--- src/srd_pkg.sv ---
// package of constants for the receive descriptor engine
// Summary of operation
// - clear empty flag once buffer filled
// - empty flag stays set while filling
// - external flag selects internal or external memory
// - after wrap descriptor return to first
// - v110 sync error on nonzero byte with msb zero
// - control bits 15-12, status bits 1 and 3 in v110, 0 and 1 in transparent
// - overrun sets descriptor overrun flag
// - transparent interrupt flag raises receive event
// - transparent carrier loss sets descriptor flag
// - length written once at buffer close
package srd_pkg;
    localparam int BD_AW = 3;
    localparam logic [2:0] BD_LAST = 3'h7;
    localparam logic [3:0] BIT_EMPTY = 4'hF;
    localparam logic [3:0] BIT_EXT = 4'hE;
    localparam logic [3:0] BIT_WRAP = 4'hD;
    localparam logic [3:0] BIT_INTR = 4'hC;
    localparam logic [3:0] BIT_SYNC = 4'h1;
    localparam logic [3:0] BIT_OVR = 4'h1;
    localparam logic [3:0] BIT_CARR = 4'h0;
    localparam logic [3:0] BIT_V110_OVR = 4'h3;
    localparam logic [15:0] STAT_MASK_V110 = 16'h000A;
    localparam logic [15:0] STAT_MASK_TRN = 16'h0003;
    localparam logic [15:0] MAX_LEN_RST = 16'h0008;
    localparam logic [3:0] ADDR_CTRL = 4'h0;
    localparam logic [3:0] ADDR_MAXLEN = 4'h1;
    localparam logic [3:0] ADDR_EVENT = 4'h2;
    localparam logic [3:0] ADDR_MASK = 4'h3;
    localparam logic [3:0] ADDR_STATE = 4'h4;
    localparam logic [3:0] ADDR_BD_CTRL = 4'h8;
    localparam logic [3:0] ADDR_BD_LEN = 4'h9;
    localparam logic [3:0] ADDR_BD_PTR = 4'hA;
    localparam logic [3:0] ADDR_BD_SEL = 4'hB;
    localparam logic [1:0] EV_RX = 2'h0;
    localparam logic [1:0] EV_CLOSE = 2'h1;
    localparam logic [1:0] EV_ERR = 2'h2;
    localparam logic [15:0] CTRL_RST = 16'h0000;
    typedef enum logic [1:0] {
        ST_IDLE = 2'b00,
        ST_POLL = 2'b01,
        ST_FILL = 2'b11,
        ST_CLOSE = 2'b10
    } srd_state_e;
endpackage

--- src/srd_bd_mem.sv ---
// small descriptor table memory with registered read
module srd_bd_mem (
    // clock
    input wire logic clk_sys_i,
    input wire logic ce_i,
    // port a: software
    input wire logic a_we_i,
    input wire logic [2:0] a_addr_i,
    input wire logic [47:0] a_wdata_i,
    output logic [47:0] a_rdata_o,
    // port b: engine
    input wire logic b_we_i,
    input wire logic [2:0] b_addr_i,
    input wire logic [47:0] b_wdata_i,
    output logic [47:0] b_rdata_o
);
    logic [47:0] mem_q [0:7];

    always_ff @(posedge clk_sys_i) begin
        if (ce_i) begin
            if (b_we_i) begin
                mem_q[b_addr_i] <= b_wdata_i;
            end else if (a_we_i) begin
                mem_q[a_addr_i] <= a_wdata_i;
            end
            a_rdata_o <= mem_q[a_addr_i];
            b_rdata_o <= mem_q[b_addr_i];
        end
    end
endmodule

--- src/srd_rx.sv ---
// receive descriptor engine: fills buffers and closes descriptors
//
// Implementation choices: the placing of the registers and the address-and-strobe port.
module srd_rx (
    // clock and reset
    input wire logic clk_sys_i,
    input wire logic rst_i,
    input wire logic ce_i,
    // register port
    input wire logic [3:0] reg_addr_i,
    input wire logic [15:0] reg_wdata_i,
    input wire logic reg_wr_i,
    input wire logic reg_rd_i,
    output logic [15:0] reg_rdata_o,
    // receiver stream
    input wire logic rx_valid_i,
    input wire logic [7:0] rx_data_i,
    input wire logic rx_end_i,
    input wire logic rx_overrun_i,
    input wire logic carrier_n_i,
    // buffer write port
    output logic buf_we_o,
    output logic buf_ext_o,
    output logic [23:0] buf_addr_o,
    output logic [7:0] buf_data_o,
    // interrupt
    output logic irq_o
);
    logic [15:0] ctrl_q;
    logic [15:0] maxlen_q;
    logic [15:0] event_q;
    logic [15:0] mask_q;
    logic [2:0] sel_q;
    logic [2:0] cur_q;
    logic [15:0] len_q;
    logic sync_err_q;
    logic ovr_q;
    logic carr_q;
    logic carr_s1_q;
    logic carr_s2_q;
    srd_pkg::srd_state_e state_q;
    logic [15:0] stage_ctrl_q;
    logic [15:0] stage_len_q;
    logic pend_q;
    logic [2:0] pend_slot_q;
    logic [47:0] pend_data_q;
    logic [2:0] a_addr;
    logic a_we;
    logic [47:0] a_wdata;
    logic [47:0] a_rdata;
    logic b_we;
    logic [47:0] b_wdata;
    logic [47:0] b_rdata;
    logic [47:0] bd_q;
    logic enable;
    logic v110;
    logic fill_end;
    logic do_close;
    logic [15:0] status;
    logic [15:0] ev_set;
    logic fresh_q;

    assign enable = ctrl_q[0];
    assign v110 = ctrl_q[1];

    // carrier detect from pin, two stage synchroniser
    always_ff @(posedge clk_sys_i) begin
        if (rst_i) begin
            carr_s1_q <= 1'b0;
            carr_s2_q <= 1'b0;
        end else if (ce_i) begin
            carr_s1_q <= carrier_n_i;
            carr_s2_q <= carr_s1_q;
        end
    end

    srd_bd_mem u_mem (
        .clk_sys_i(clk_sys_i),
        .ce_i(ce_i),
        .a_we_i(a_we),
        .a_addr_i(a_addr),
        .a_wdata_i(a_wdata),
        .a_rdata_o(a_rdata),
        .b_we_i(b_we),
        .b_addr_i(cur_q),
        .b_wdata_i(b_wdata),
        .b_rdata_o(b_rdata)
    );

    // pointer word commits the staged descriptor; the commit is held
    // while the engine writes back a closed slot, so neither is lost
    assign a_we = pend_q && !b_we;
    assign a_addr = pend_q ? pend_slot_q : sel_q;
    assign a_wdata = pend_data_q;

    always_ff @(posedge clk_sys_i) begin
        if (rst_i) begin
            pend_q <= 1'b0;
            pend_slot_q <= 3'h0;
            pend_data_q <= 48'h0;
        end else if (ce_i) begin
            if (reg_wr_i && reg_addr_i == srd_pkg::ADDR_BD_PTR) begin
                pend_q <= 1'b1;
                pend_slot_q <= sel_q;
                pend_data_q <= {stage_ctrl_q, stage_len_q, reg_wdata_i};
            end else if (!b_we) begin
                pend_q <= 1'b0;
            end
        end
    end

    always_ff @(posedge clk_sys_i) begin
        if (rst_i) begin
            stage_ctrl_q <= 16'h0000;
            stage_len_q <= 16'h0000;
            sel_q <= 3'h0;
        end else if (ce_i && reg_wr_i) begin
            if (reg_addr_i == srd_pkg::ADDR_BD_CTRL) begin
                stage_ctrl_q <= reg_wdata_i;
            end
            if (reg_addr_i == srd_pkg::ADDR_BD_LEN) begin
                stage_len_q <= reg_wdata_i;
            end
            if (reg_addr_i == srd_pkg::ADDR_BD_SEL) begin
                sel_q <= reg_wdata_i[2:0];
            end
        end
    end

    // configuration registers
    always_ff @(posedge clk_sys_i) begin
        if (rst_i) begin
            ctrl_q <= srd_pkg::CTRL_RST;
            maxlen_q <= srd_pkg::MAX_LEN_RST;
            mask_q <= 16'h0000;
        end else if (ce_i && reg_wr_i) begin
            if (reg_addr_i == srd_pkg::ADDR_CTRL) begin
                ctrl_q <= reg_wdata_i;
            end
            if (reg_addr_i == srd_pkg::ADDR_MAXLEN) begin
                maxlen_q <= reg_wdata_i;
            end
            if (reg_addr_i == srd_pkg::ADDR_MASK) begin
                mask_q <= reg_wdata_i;
            end
        end
    end

    // buffer ends on receiver end, overrun or full length
    assign fill_end = rx_end_i || rx_overrun_i ||
        (rx_valid_i && (len_q + 16'h0001 >= maxlen_q));
    assign do_close = state_q == srd_pkg::ST_CLOSE;

    // engine state
    always_ff @(posedge clk_sys_i) begin
        if (rst_i) begin
            state_q <= srd_pkg::ST_IDLE;
            cur_q <= 3'h0;
            bd_q <= 48'h0;
            fresh_q <= 1'b0;
        end else if (ce_i) begin
            // read data still show the closed slot one cycle after close
            fresh_q <= state_q != srd_pkg::ST_CLOSE;
            case (state_q)
                srd_pkg::ST_IDLE: begin
                    if (enable) begin
                        state_q <= srd_pkg::ST_POLL;
                    end
                end
                srd_pkg::ST_POLL: begin
                    bd_q <= b_rdata;
                    if (!enable) begin
                        state_q <= srd_pkg::ST_IDLE;
                    end else if (fresh_q &&
                        b_rdata[32 + srd_pkg::BIT_EMPTY]) begin
                        state_q <= srd_pkg::ST_FILL;
                    end
                end
                srd_pkg::ST_FILL: begin
                    if (fill_end) begin
                        state_q <= srd_pkg::ST_CLOSE;
                    end
                end
                srd_pkg::ST_CLOSE: begin
                    state_q <= srd_pkg::ST_POLL;
                    if (bd_q[32 + srd_pkg::BIT_WRAP] ||
                        cur_q == srd_pkg::BD_LAST) begin
                        cur_q <= 3'h0;
                    end else begin
                        cur_q <= cur_q + 3'h1;
                    end
                end
                default: begin
                    state_q <= srd_pkg::ST_IDLE;
                end
            endcase
        end
    end

    // per buffer counters and error flags
    always_ff @(posedge clk_sys_i) begin
        if (rst_i) begin
            len_q <= 16'h0000;
            sync_err_q <= 1'b0;
            ovr_q <= 1'b0;
            carr_q <= 1'b0;
        end else if (ce_i) begin
            if (state_q == srd_pkg::ST_POLL) begin
                len_q <= 16'h0000;
                sync_err_q <= 1'b0;
                ovr_q <= 1'b0;
                carr_q <= 1'b0;
            end else if (state_q == srd_pkg::ST_FILL) begin
                if (rx_valid_i) begin
                    len_q <= len_q + 16'h0001;
                    if (v110 && rx_data_i != 8'h00 && !rx_data_i[7]) begin
                        sync_err_q <= 1'b1;
                    end
                end
                if (rx_overrun_i) begin
                    ovr_q <= 1'b1;
                end
                if (!v110 && carr_s2_q) begin
                    carr_q <= 1'b1;
                end
            end
        end
    end

    // buffer writes target memory selected by external flag
    always_ff @(posedge clk_sys_i) begin
        if (rst_i) begin
            buf_we_o <= 1'b0;
            buf_ext_o <= 1'b0;
            buf_addr_o <= 24'h0;
            buf_data_o <= 8'h00;
        end else if (ce_i) begin
            buf_we_o <= state_q == srd_pkg::ST_FILL && rx_valid_i;
            buf_ext_o <= bd_q[32 + srd_pkg::BIT_EXT];
            buf_addr_o <= {8'h00, bd_q[15:0]} + {8'h00, len_q};
            buf_data_o <= rx_data_i;
        end
    end

    // status layout differs per mode
    always_comb begin
        status = 16'h0000;
        if (v110) begin
            status[srd_pkg::BIT_SYNC] = sync_err_q;
            status[srd_pkg::BIT_V110_OVR] = ovr_q;
        end else begin
            status[srd_pkg::BIT_OVR] = ovr_q;
            status[srd_pkg::BIT_CARR] = carr_q;
        end
    end

    // close writes status, length and clears empty once
    assign b_we = do_close;
    always_comb begin
        b_wdata = bd_q;
        b_wdata[32 + srd_pkg::BIT_EMPTY] = 1'b0;
        if (v110) begin
            b_wdata[47:32] = (bd_q[47:32] & ~srd_pkg::STAT_MASK_V110) |
                status;
        end else begin
            b_wdata[47:32] = (bd_q[47:32] & ~srd_pkg::STAT_MASK_TRN) | status;
        end
        b_wdata[32 + srd_pkg::BIT_EMPTY] = 1'b0;
        b_wdata[31:16] = len_q;
    end

    // events, set wins over clear
    always_comb begin
        ev_set = 16'h0000;
        ev_set[srd_pkg::EV_RX] = do_close && !v110 &&
            bd_q[32 + srd_pkg::BIT_INTR];
        ev_set[srd_pkg::EV_CLOSE] = do_close;
        ev_set[srd_pkg::EV_ERR] = do_close && (ovr_q || sync_err_q || carr_q);
    end

    always_ff @(posedge clk_sys_i) begin
        if (rst_i) begin
            event_q <= 16'h0000;
        end else if (ce_i) begin
            if (reg_wr_i && reg_addr_i == srd_pkg::ADDR_EVENT) begin
                event_q <= (event_q & ~reg_wdata_i) | ev_set;
            end else begin
                event_q <= event_q | ev_set;
            end
        end
    end

    assign irq_o = |(event_q & mask_q);

    // read data one cycle after strobe; empty stays set while filling
    // descriptor read-back shows the selected slot, two cycles after commit
    always_ff @(posedge clk_sys_i) begin
        if (rst_i) begin
            reg_rdata_o <= 16'h0000;
        end else if (ce_i) begin
            reg_rdata_o <= 16'h0000;
            if (reg_rd_i) begin
                case (reg_addr_i)
                    srd_pkg::ADDR_CTRL: reg_rdata_o <= ctrl_q;
                    srd_pkg::ADDR_MAXLEN: reg_rdata_o <= maxlen_q;
                    srd_pkg::ADDR_EVENT: reg_rdata_o <= event_q;
                    srd_pkg::ADDR_MASK: reg_rdata_o <= mask_q;
                    srd_pkg::ADDR_STATE: begin
                        reg_rdata_o <= {11'h000, cur_q, state_q};
                    end
                    srd_pkg::ADDR_BD_SEL: begin
                        reg_rdata_o <= {13'h0000, sel_q};
                    end
                    srd_pkg::ADDR_BD_CTRL: begin
                        reg_rdata_o <= a_rdata[47:32];
                    end
                    srd_pkg::ADDR_BD_LEN: begin
                        reg_rdata_o <= a_rdata[31:16];
                    end
                    srd_pkg::ADDR_BD_PTR: begin
                        reg_rdata_o <= a_rdata[15:0];
                    end
                    default: reg_rdata_o <= 16'h0000;
                endcase
            end
        end
    end
endmodule

--- config.mk ---
export PLATFORM = sky130hd
export DESIGN_NAME = srd_rx
export DESIGN_NICKNAME = d
export VERILOG_FILES = /design/src/srd_pkg.sv /design/src/srd_bd_mem.sv /design/src/srd_rx.sv
export SDC_FILE = /design/constraint.sdc
export NUM_CORES = 1
export LEC_CHECK = 0
export BUFFER_PORTS_ARGS = -buffer_cell sky130_fd_sc_hd__buf_2
export CORE_UTILIZATION = 62
export CTS_CLUSTER_SIZE = 25
export DETAILED_ROUTE_END_ITERATION = 7
export PLACE_DENSITY = 0.82
export RECOVER_POWER = 50
export SLEW_MARGIN = 20
export SYNTH_ARGS = -nofsm -noshare
export SYNTH_HDL_FRONTEND = slang
export SYNTH_SLANG_ARGS = --single-unit
--- constraint.sdc ---
create_clock -name clk_sys_i -period 5.6 [get_ports clk_sys_i]
set_clock_uncertainty 0.1 [all_clocks]
set_input_delay 0.56 -clock clk_sys_i [delete_from_list [all_inputs] [get_ports clk_sys_i]]
set_output_delay 0.56 -clock clk_sys_i [all_outputs]
set_load 0.05 [all_outputs]
Yosys cells after proc, flatten, opt, wreduce, memory -nomap -nowiden
Memories as Yosys holds them, arrays and structs flattened. A register that Yosys moved wholly into a read port is not among the register bits.
Cells that the tools add are included.
Widths: inputs -> output; s select.
- flip-flop bits (word level): 275
- memory bits (writable): 384
- input bits: 37
- memories: 1
- memories (memory ; depth ; bits a word ; rd ports ; clocked after Yosys merged registers in ; write ports ; RTL line ; source):
    u_mem.mem_q ; 8 ; 48 ; 2 ; 2 ; 1 ; srd_bd_mem.sv:17 ; logic [47:0] mem_q [0:7];
- $add $sub $neg: 3
- order comparisons: 1
- eq/ne operators: 17
- muxes and demuxes: 39
- bitwise gates (word level): 7
- reductions and logical operators: 46
- operator list (operator ; count):
    $pmux 16 s9 ; 1
    $mux 16 ; 5
    $mux 48 ; 1
    $reduce_or 48->1 ; 1
    $and 16x16->16 ; 2
    $or 16x3->16 ; 2
    $or 15x4->15 ; 2
    $mux 1 ; 23
    $reduce_and 2->1 ; 10
    $add 16x16->17 ; 1
    $add 16x1->16 const B ; 1
    $eq 4x4->1 const B ; 4
    $ge 16x16->1 ; 1
    $not 16->16 ; 1
    $reduce_or 16->1 ; 1
    $mux 15 ; 1
    $logic_and 1x1->1 ; 13
    $reduce_bool 2->1 ; 5
    $mux 3 ; 3
    $reduce_and 3->1 ; 3
    $eq 4x2->1 const B ; 2
    $mux 2 ; 4
    $pmux 2 s4 ; 1
    $reduce_and 4->1 ; 2
    14 further kinds ; 23

Logic depth before layout (Yosys ltp)
- word-level depth: 9
- depth in mapped cells: 14

By module
Synthesis repeated with hierarchy kept, for this count alone.
- cells, all modules: 2336
- area, all modules: 32321.0 µm²
- modules (own cells, without submodules) (module ; instances ; cells an instance ; area an instance (µm²) ; seq. area each (µm²)):
    srd_bd_mem ; 1 ; 897 ; 20816.2 ; 14413.8
    srd_rx ; 1 ; 1439 ; 11504.8 ; 5024.8

Worst setup path before layout
OpenSTA, ideal clock, no wires.
- path type: register to register
- start point: register pend_q
- end point: memory u_mem.mem_q[0][0], enable pin
- setup time: 454 ps
- arrival: 3494 ps
- data required time: 5046 ps
- path slack: 1552 ps
- stages on the path, launching flop included: 7
- path buffers: 3
- period minus slack after synthesis: 4048 ps
- cell sequence: dfxtp_1 buf_6 mux2i_1 buf_2 buf_2 a21oi_1 nor2_1
- cells in the longest elaborated chain, start to end: 7
- elaborated cells on any way between the ends: 9
- those cells by class: mux: 7; reduce/logical: 2
- RTL lines (item ; RTL line ; source):
    from (decl) ; srd_rx.sv:44 ; logic pend_q;
    from (signal assigned) ; srd_rx.sv:98 ; pend_q <= 1'b0;
    from (signal assigned) ; srd_rx.sv:103 ; pend_q <= 1'b1;
    from (signal assigned) ; srd_rx.sv:107 ; pend_q <= 1'b0;
    $logic_and 1x1->1 ; srd_rx.sv:92 ; assign a_we = pend_q && !b_we;
    $mux 1 ; srd_bd_mem.sv:23 ; end else if (a_we_i) begin
    $mux 1 ; srd_bd_mem.sv:21 ; if (b_we_i) begin
    $mux 1 ; srd_bd_mem.sv:20 ; if (ce_i) begin
    $mux 1 (not written as such) ; srd_bd_mem.sv:24 ; mem_q[a_addr_i] <= a_wdata_i;
    $reduce_or 48->1 (no line) ; n/a ;
    $mux 3 (no line) or $mux 1 (tied branches) ; n/a ;
    to (decl) ; srd_bd_mem.sv:17 ;
Parallel ways exist; a longest one is shown, timed or not.

Final worst setup path
- start point: register state_q[0]
- end point: memory u_mem.mem_q[2][28] (data pin)
- cells in the longest elaborated chain, start to end: 9
- RTL lines (item ; RTL line ; source):
    from (decl) ; srd_rx.sv:41 ; srd_pkg::srd_state_e state_q;
    from (signal assigned) ; srd_rx.sv:157 ; state_q <= srd_pkg::ST_IDLE;
    from (signal assigned) ; srd_rx.sv:167 ; state_q <= srd_pkg::ST_POLL;
    from (signal assigned) ; srd_rx.sv:173 ; state_q <= srd_pkg::ST_IDLE;
    $eq 2x2->1 * ; srd_rx.sv:152 ; assign do_close = state_q == srd_pkg::ST_CLOSE;
    $logic_not 1->1 ; n/a ;
    $logic_and 1x1->1 ; srd_rx.sv:92 ;
    $mux 1 ; srd_bd_mem.sv:23 ;
    $mux 1 * ; srd_bd_mem.sv:21 ;
    $mux 1 * ; srd_bd_mem.sv:20 ;
    $mux 1 (not written as such) * ; srd_bd_mem.sv:24 ;
    $reduce_or 48->1 (no line) * ; n/a ;
    $mux 48 (no line) * ; n/a ;
Every way passes the cells marked *; elsewhere a longest branch is shown, timed or not.

==> run metrics <==
worst hold slack=0.0826 ns; max-cap viol count=7; hold buffer count at CTS=0; CTS tree=done; Clock Latency Late Sink=0.63 ns; Final Cell Area=34000 um^2; pwr dens=315 nW/um^2; Placer Congestion=0.950; Worst Hold Class=input pin to register; Mean Syn Cell Area=12.5 um^2; fin. max-slew vios=228; final number of hold-violating endpoints=0; Crit Reg-Reg Startpoint=state_q[0]; fmax=217 MHz; CP max stage delay=1.57 ns; final setup TNS=0 ns; fillcell total=3206; critical path endpoint category=register; Worst Hold Launch=carrier_n_i; crit path from=state_q[0]; Die Span X=225 um; CP arrival=4.62 ns; Required @ worst endpoint=5.61 ns; Synth Register Bits=714; initial DRC count=3115; placed standard-cell area=31700 um^2; pin count of the biggest net entering global routing=90; clock-pin slew on the worst setup and hold paths=0.06 ns; initial antenna violation count=4; Post-Synthesis Cell Area=30700 um^2; area occupied by multi-input gates=11100 um^2; Crit Path Category=register to register; wire per inst=28.3 um; Tot GR Track Use=36.3%; Post-synth EDFFs=463; antenna-violating nets left=0; YS warnings=0; hpwl dp=56000 um; root buffer cell=clkbuf_16; Sequential Area=18900 um^2; port bufs=80; fin crit share=82.3%; final WL=90600 um; Tmin final=4.61 ns; Synth area leader=edfxtp_1; critical path launch point type=register; relative slew slack=-84.7%; die area=50500 um^2; CP top delay family=buffers and inverters; # H-tree levels=3; CP bufs+invs=2; RSZ-0062 raised after global routing=no; drt drc=29; failing checks=DRC, capacitance limit, slew limit; Via density=6.79; Num Clock Sinks=714; Distinct cells, synth=72; crit path max fanout=38; cells along the critical path=inv_1 -> nand2_1 -> and3_1 -> clkbuf_1 -> o21ai_0; Vias=21800; grt ovf=0; Pre-Repair DR Iteration Count=8; final setup violation count=0; Crit-path slowest cell=clkbuf_1; Post-CTS Setup Bufs=0; LEAKAGE=11.9 nW; Area contributors post-synth=edfxtp_1 (45%), dfxtp_1 (16%), mux4_2 (12%), nand2_1 (7.5%), a21oi_1 (3.8%); Die Y=225 um; IO Pins=88; Synth async-reset ratio=0%; layout net count=2552; number of global-route vias before repair=21200; Max Buffers Root-to-Sink=3; Core Region=49000 um^2; post-CTS resize count=0; Initial Util=62.8%; Area Overhead vs Synth=10.5%; worst-margin pin slew=2.77 ns; row cnt=81; first-pass GRT wire length=134000 um; share of cells above drive strength 1=16.2%; post-synth top area share=45.2%; Inserted Clock Buffers=71; Max IR drop VDD=250 uV; status=finished, violations left; Post-Syn Instances=2453; Primary FF master, synth=edfxtp_1; Seq/Total Area, Yosys=61.6%
[final cells by class]
| cell class | count | share of cell area, % |
|---|---|---|
| Inverter | 31 | 0.343 |
| Sequential cell | 714 | 55.7 |
| Antenna cell | 3 | 0.0221 |
| Multi-Input combinational cell | 1545 | 32.8 |
| Tap cell | 664 | 2.45 |
| Timing Repair Buffer | 116 | 1.86 |
| Clock buffer | 91 | 5.81 |
| Clock inverter | 40 | 1.02 |
[flip-flops by register name (all words and copies together) (netlist names), 8 cells and up]
| register | cells |
|---|---|
| stage_ctrl_q | 16 |
| u_mem.a_rdata_o | 48 |
| mask_q | 16 |
| buf_data_o | 8 |
| u_mem.mem_q | 384 |
| u_mem.b_rdata_o | 31 |
| buf_addr_o | 17 |
| ctrl_q | 16 |
| maxlen_q | 16 |
| reg_rdata_o | 16 |
| stage_len_q | 16 |
| bd_q | 30 |
| a_wdata | 48 |
| len_q | 16 |
| event_q | 16 |
[path summary, 6_finish.rpt]
kind	depth (start not counted)	end	slack, ns
max	5	u_mem.mem_q[2][28]	0.99
min	3	carr_s1_q	0.08
max reg2reg	5	u_mem.mem_q[2][28]	0.99
min reg2reg	2	event_q[13]	0.35
[synth_stat cells, drive strengths merged (3+ instances only)]
cell type and number:
a211oi 5, a21o 11, a21oi 235, a221oi 6, a22o 7, a22oi 26, a31oi 15, a32oi 4
and2 4, and3 13, buf 51, clkbuf 118, dfxtp 251, edfxtp 463, ha 35, inv 31
mux2 55, mux2i 36, mux4 160, nand2 615, nand2b 15, nand3 31, nand3b 3, nand4 8
nor2 94, nor2b 10, nor3 17, nor4 4, o211ai 4, o21a 5, o21ai 49, o22ai 9
o31ai 4, or2 3, or3 8, xnor2 13, xor2 8
[cell families (layout without fill, tap and decap cells)]
logic type,count (synthesis),after routing,share of synthesized area [%]
XOR/XNOR,21,21,0.598
other,1,10,0.0122
AO/OA/AOI/OAI,399,399,7.51
AND/OR/NAND/NOR,831,831,11.1
adder cells (fa/ha/maj),36,36,1.49
multiplexers,251,251,14.9
buffers and inverters,200,278,2.77
flip-flops,714,714,61.6
[per-stage QoR]
| step | utilization (%) | cells | power (mW) | setup slack (ns) |
|---|---|---|---|---|
| final | 69.4 | 3204 | 10.7 | 0.989 |
| after global routing | 69.4 | 3201 | 10.9 | 0.906 |
| after CTS | 69.5 | 3201 | 10.7 | 1.99 |
| after detailed placement | 64.8 | 3070 | 5.99 | 1.69 |
| after global placement | 64.8 | 3070 | 5.99 | 1.78 |
| after floorplan | - | 2459 | 5.87 | 1.55 |
[worst reg2reg max path, cell delays in order (launching register included)]
cell and delay (ns):
dfxtp_1 0.41, inv_1 0.15, nand2_1 0.19, and3_1 0.71
clkbuf_1 1.58, o21ai_0 0.96
[power breakdown]
part / internal (mW) / switching, mW
combinational: 0.0622 / 0.215
sequential: 5.58 / 0.0296
clock: 2.74 / 2.06
total: 8.39 / 2.30
[routing by layer]
| metal | global-route usage [%] | share of wire (%) | up-vias |
|---|---|---|---|
| met5 | 0 | 0.023 | - |
| met4 | 21.5 | 6.2 | 4 |
| met3 | 8.11 | 12 | 385 |
| met2 | 57.3 | 47 | 1749 |
| met1 | 46.5 | 35 | 10600 |
| li1 | - | - | 9041 |
[layout by cell type, fill, tap and decap left out, types with 11 or more instances in the layout]
cell type,instances
edfxtp_1,463
o21ai_0,48
nand2_1,615
a21oi_1,235
a22oi_1,26
nor2_1,86
buf_4,24
and3_1,13
ha_1,35
clkinv_1,11
nand2b_1,15
mux4_2,160
mux2_2,54
mux2i_1,34
buf_2,33
a21o_1,11
a31oi_1,15
xnor2_1,13
inv_1,31
clkbuf_1,64
dfxtp_1,250
nand3_1,29
clkbuf_16,73
nor3_1,14
Power figures use the tool's default switching activity.
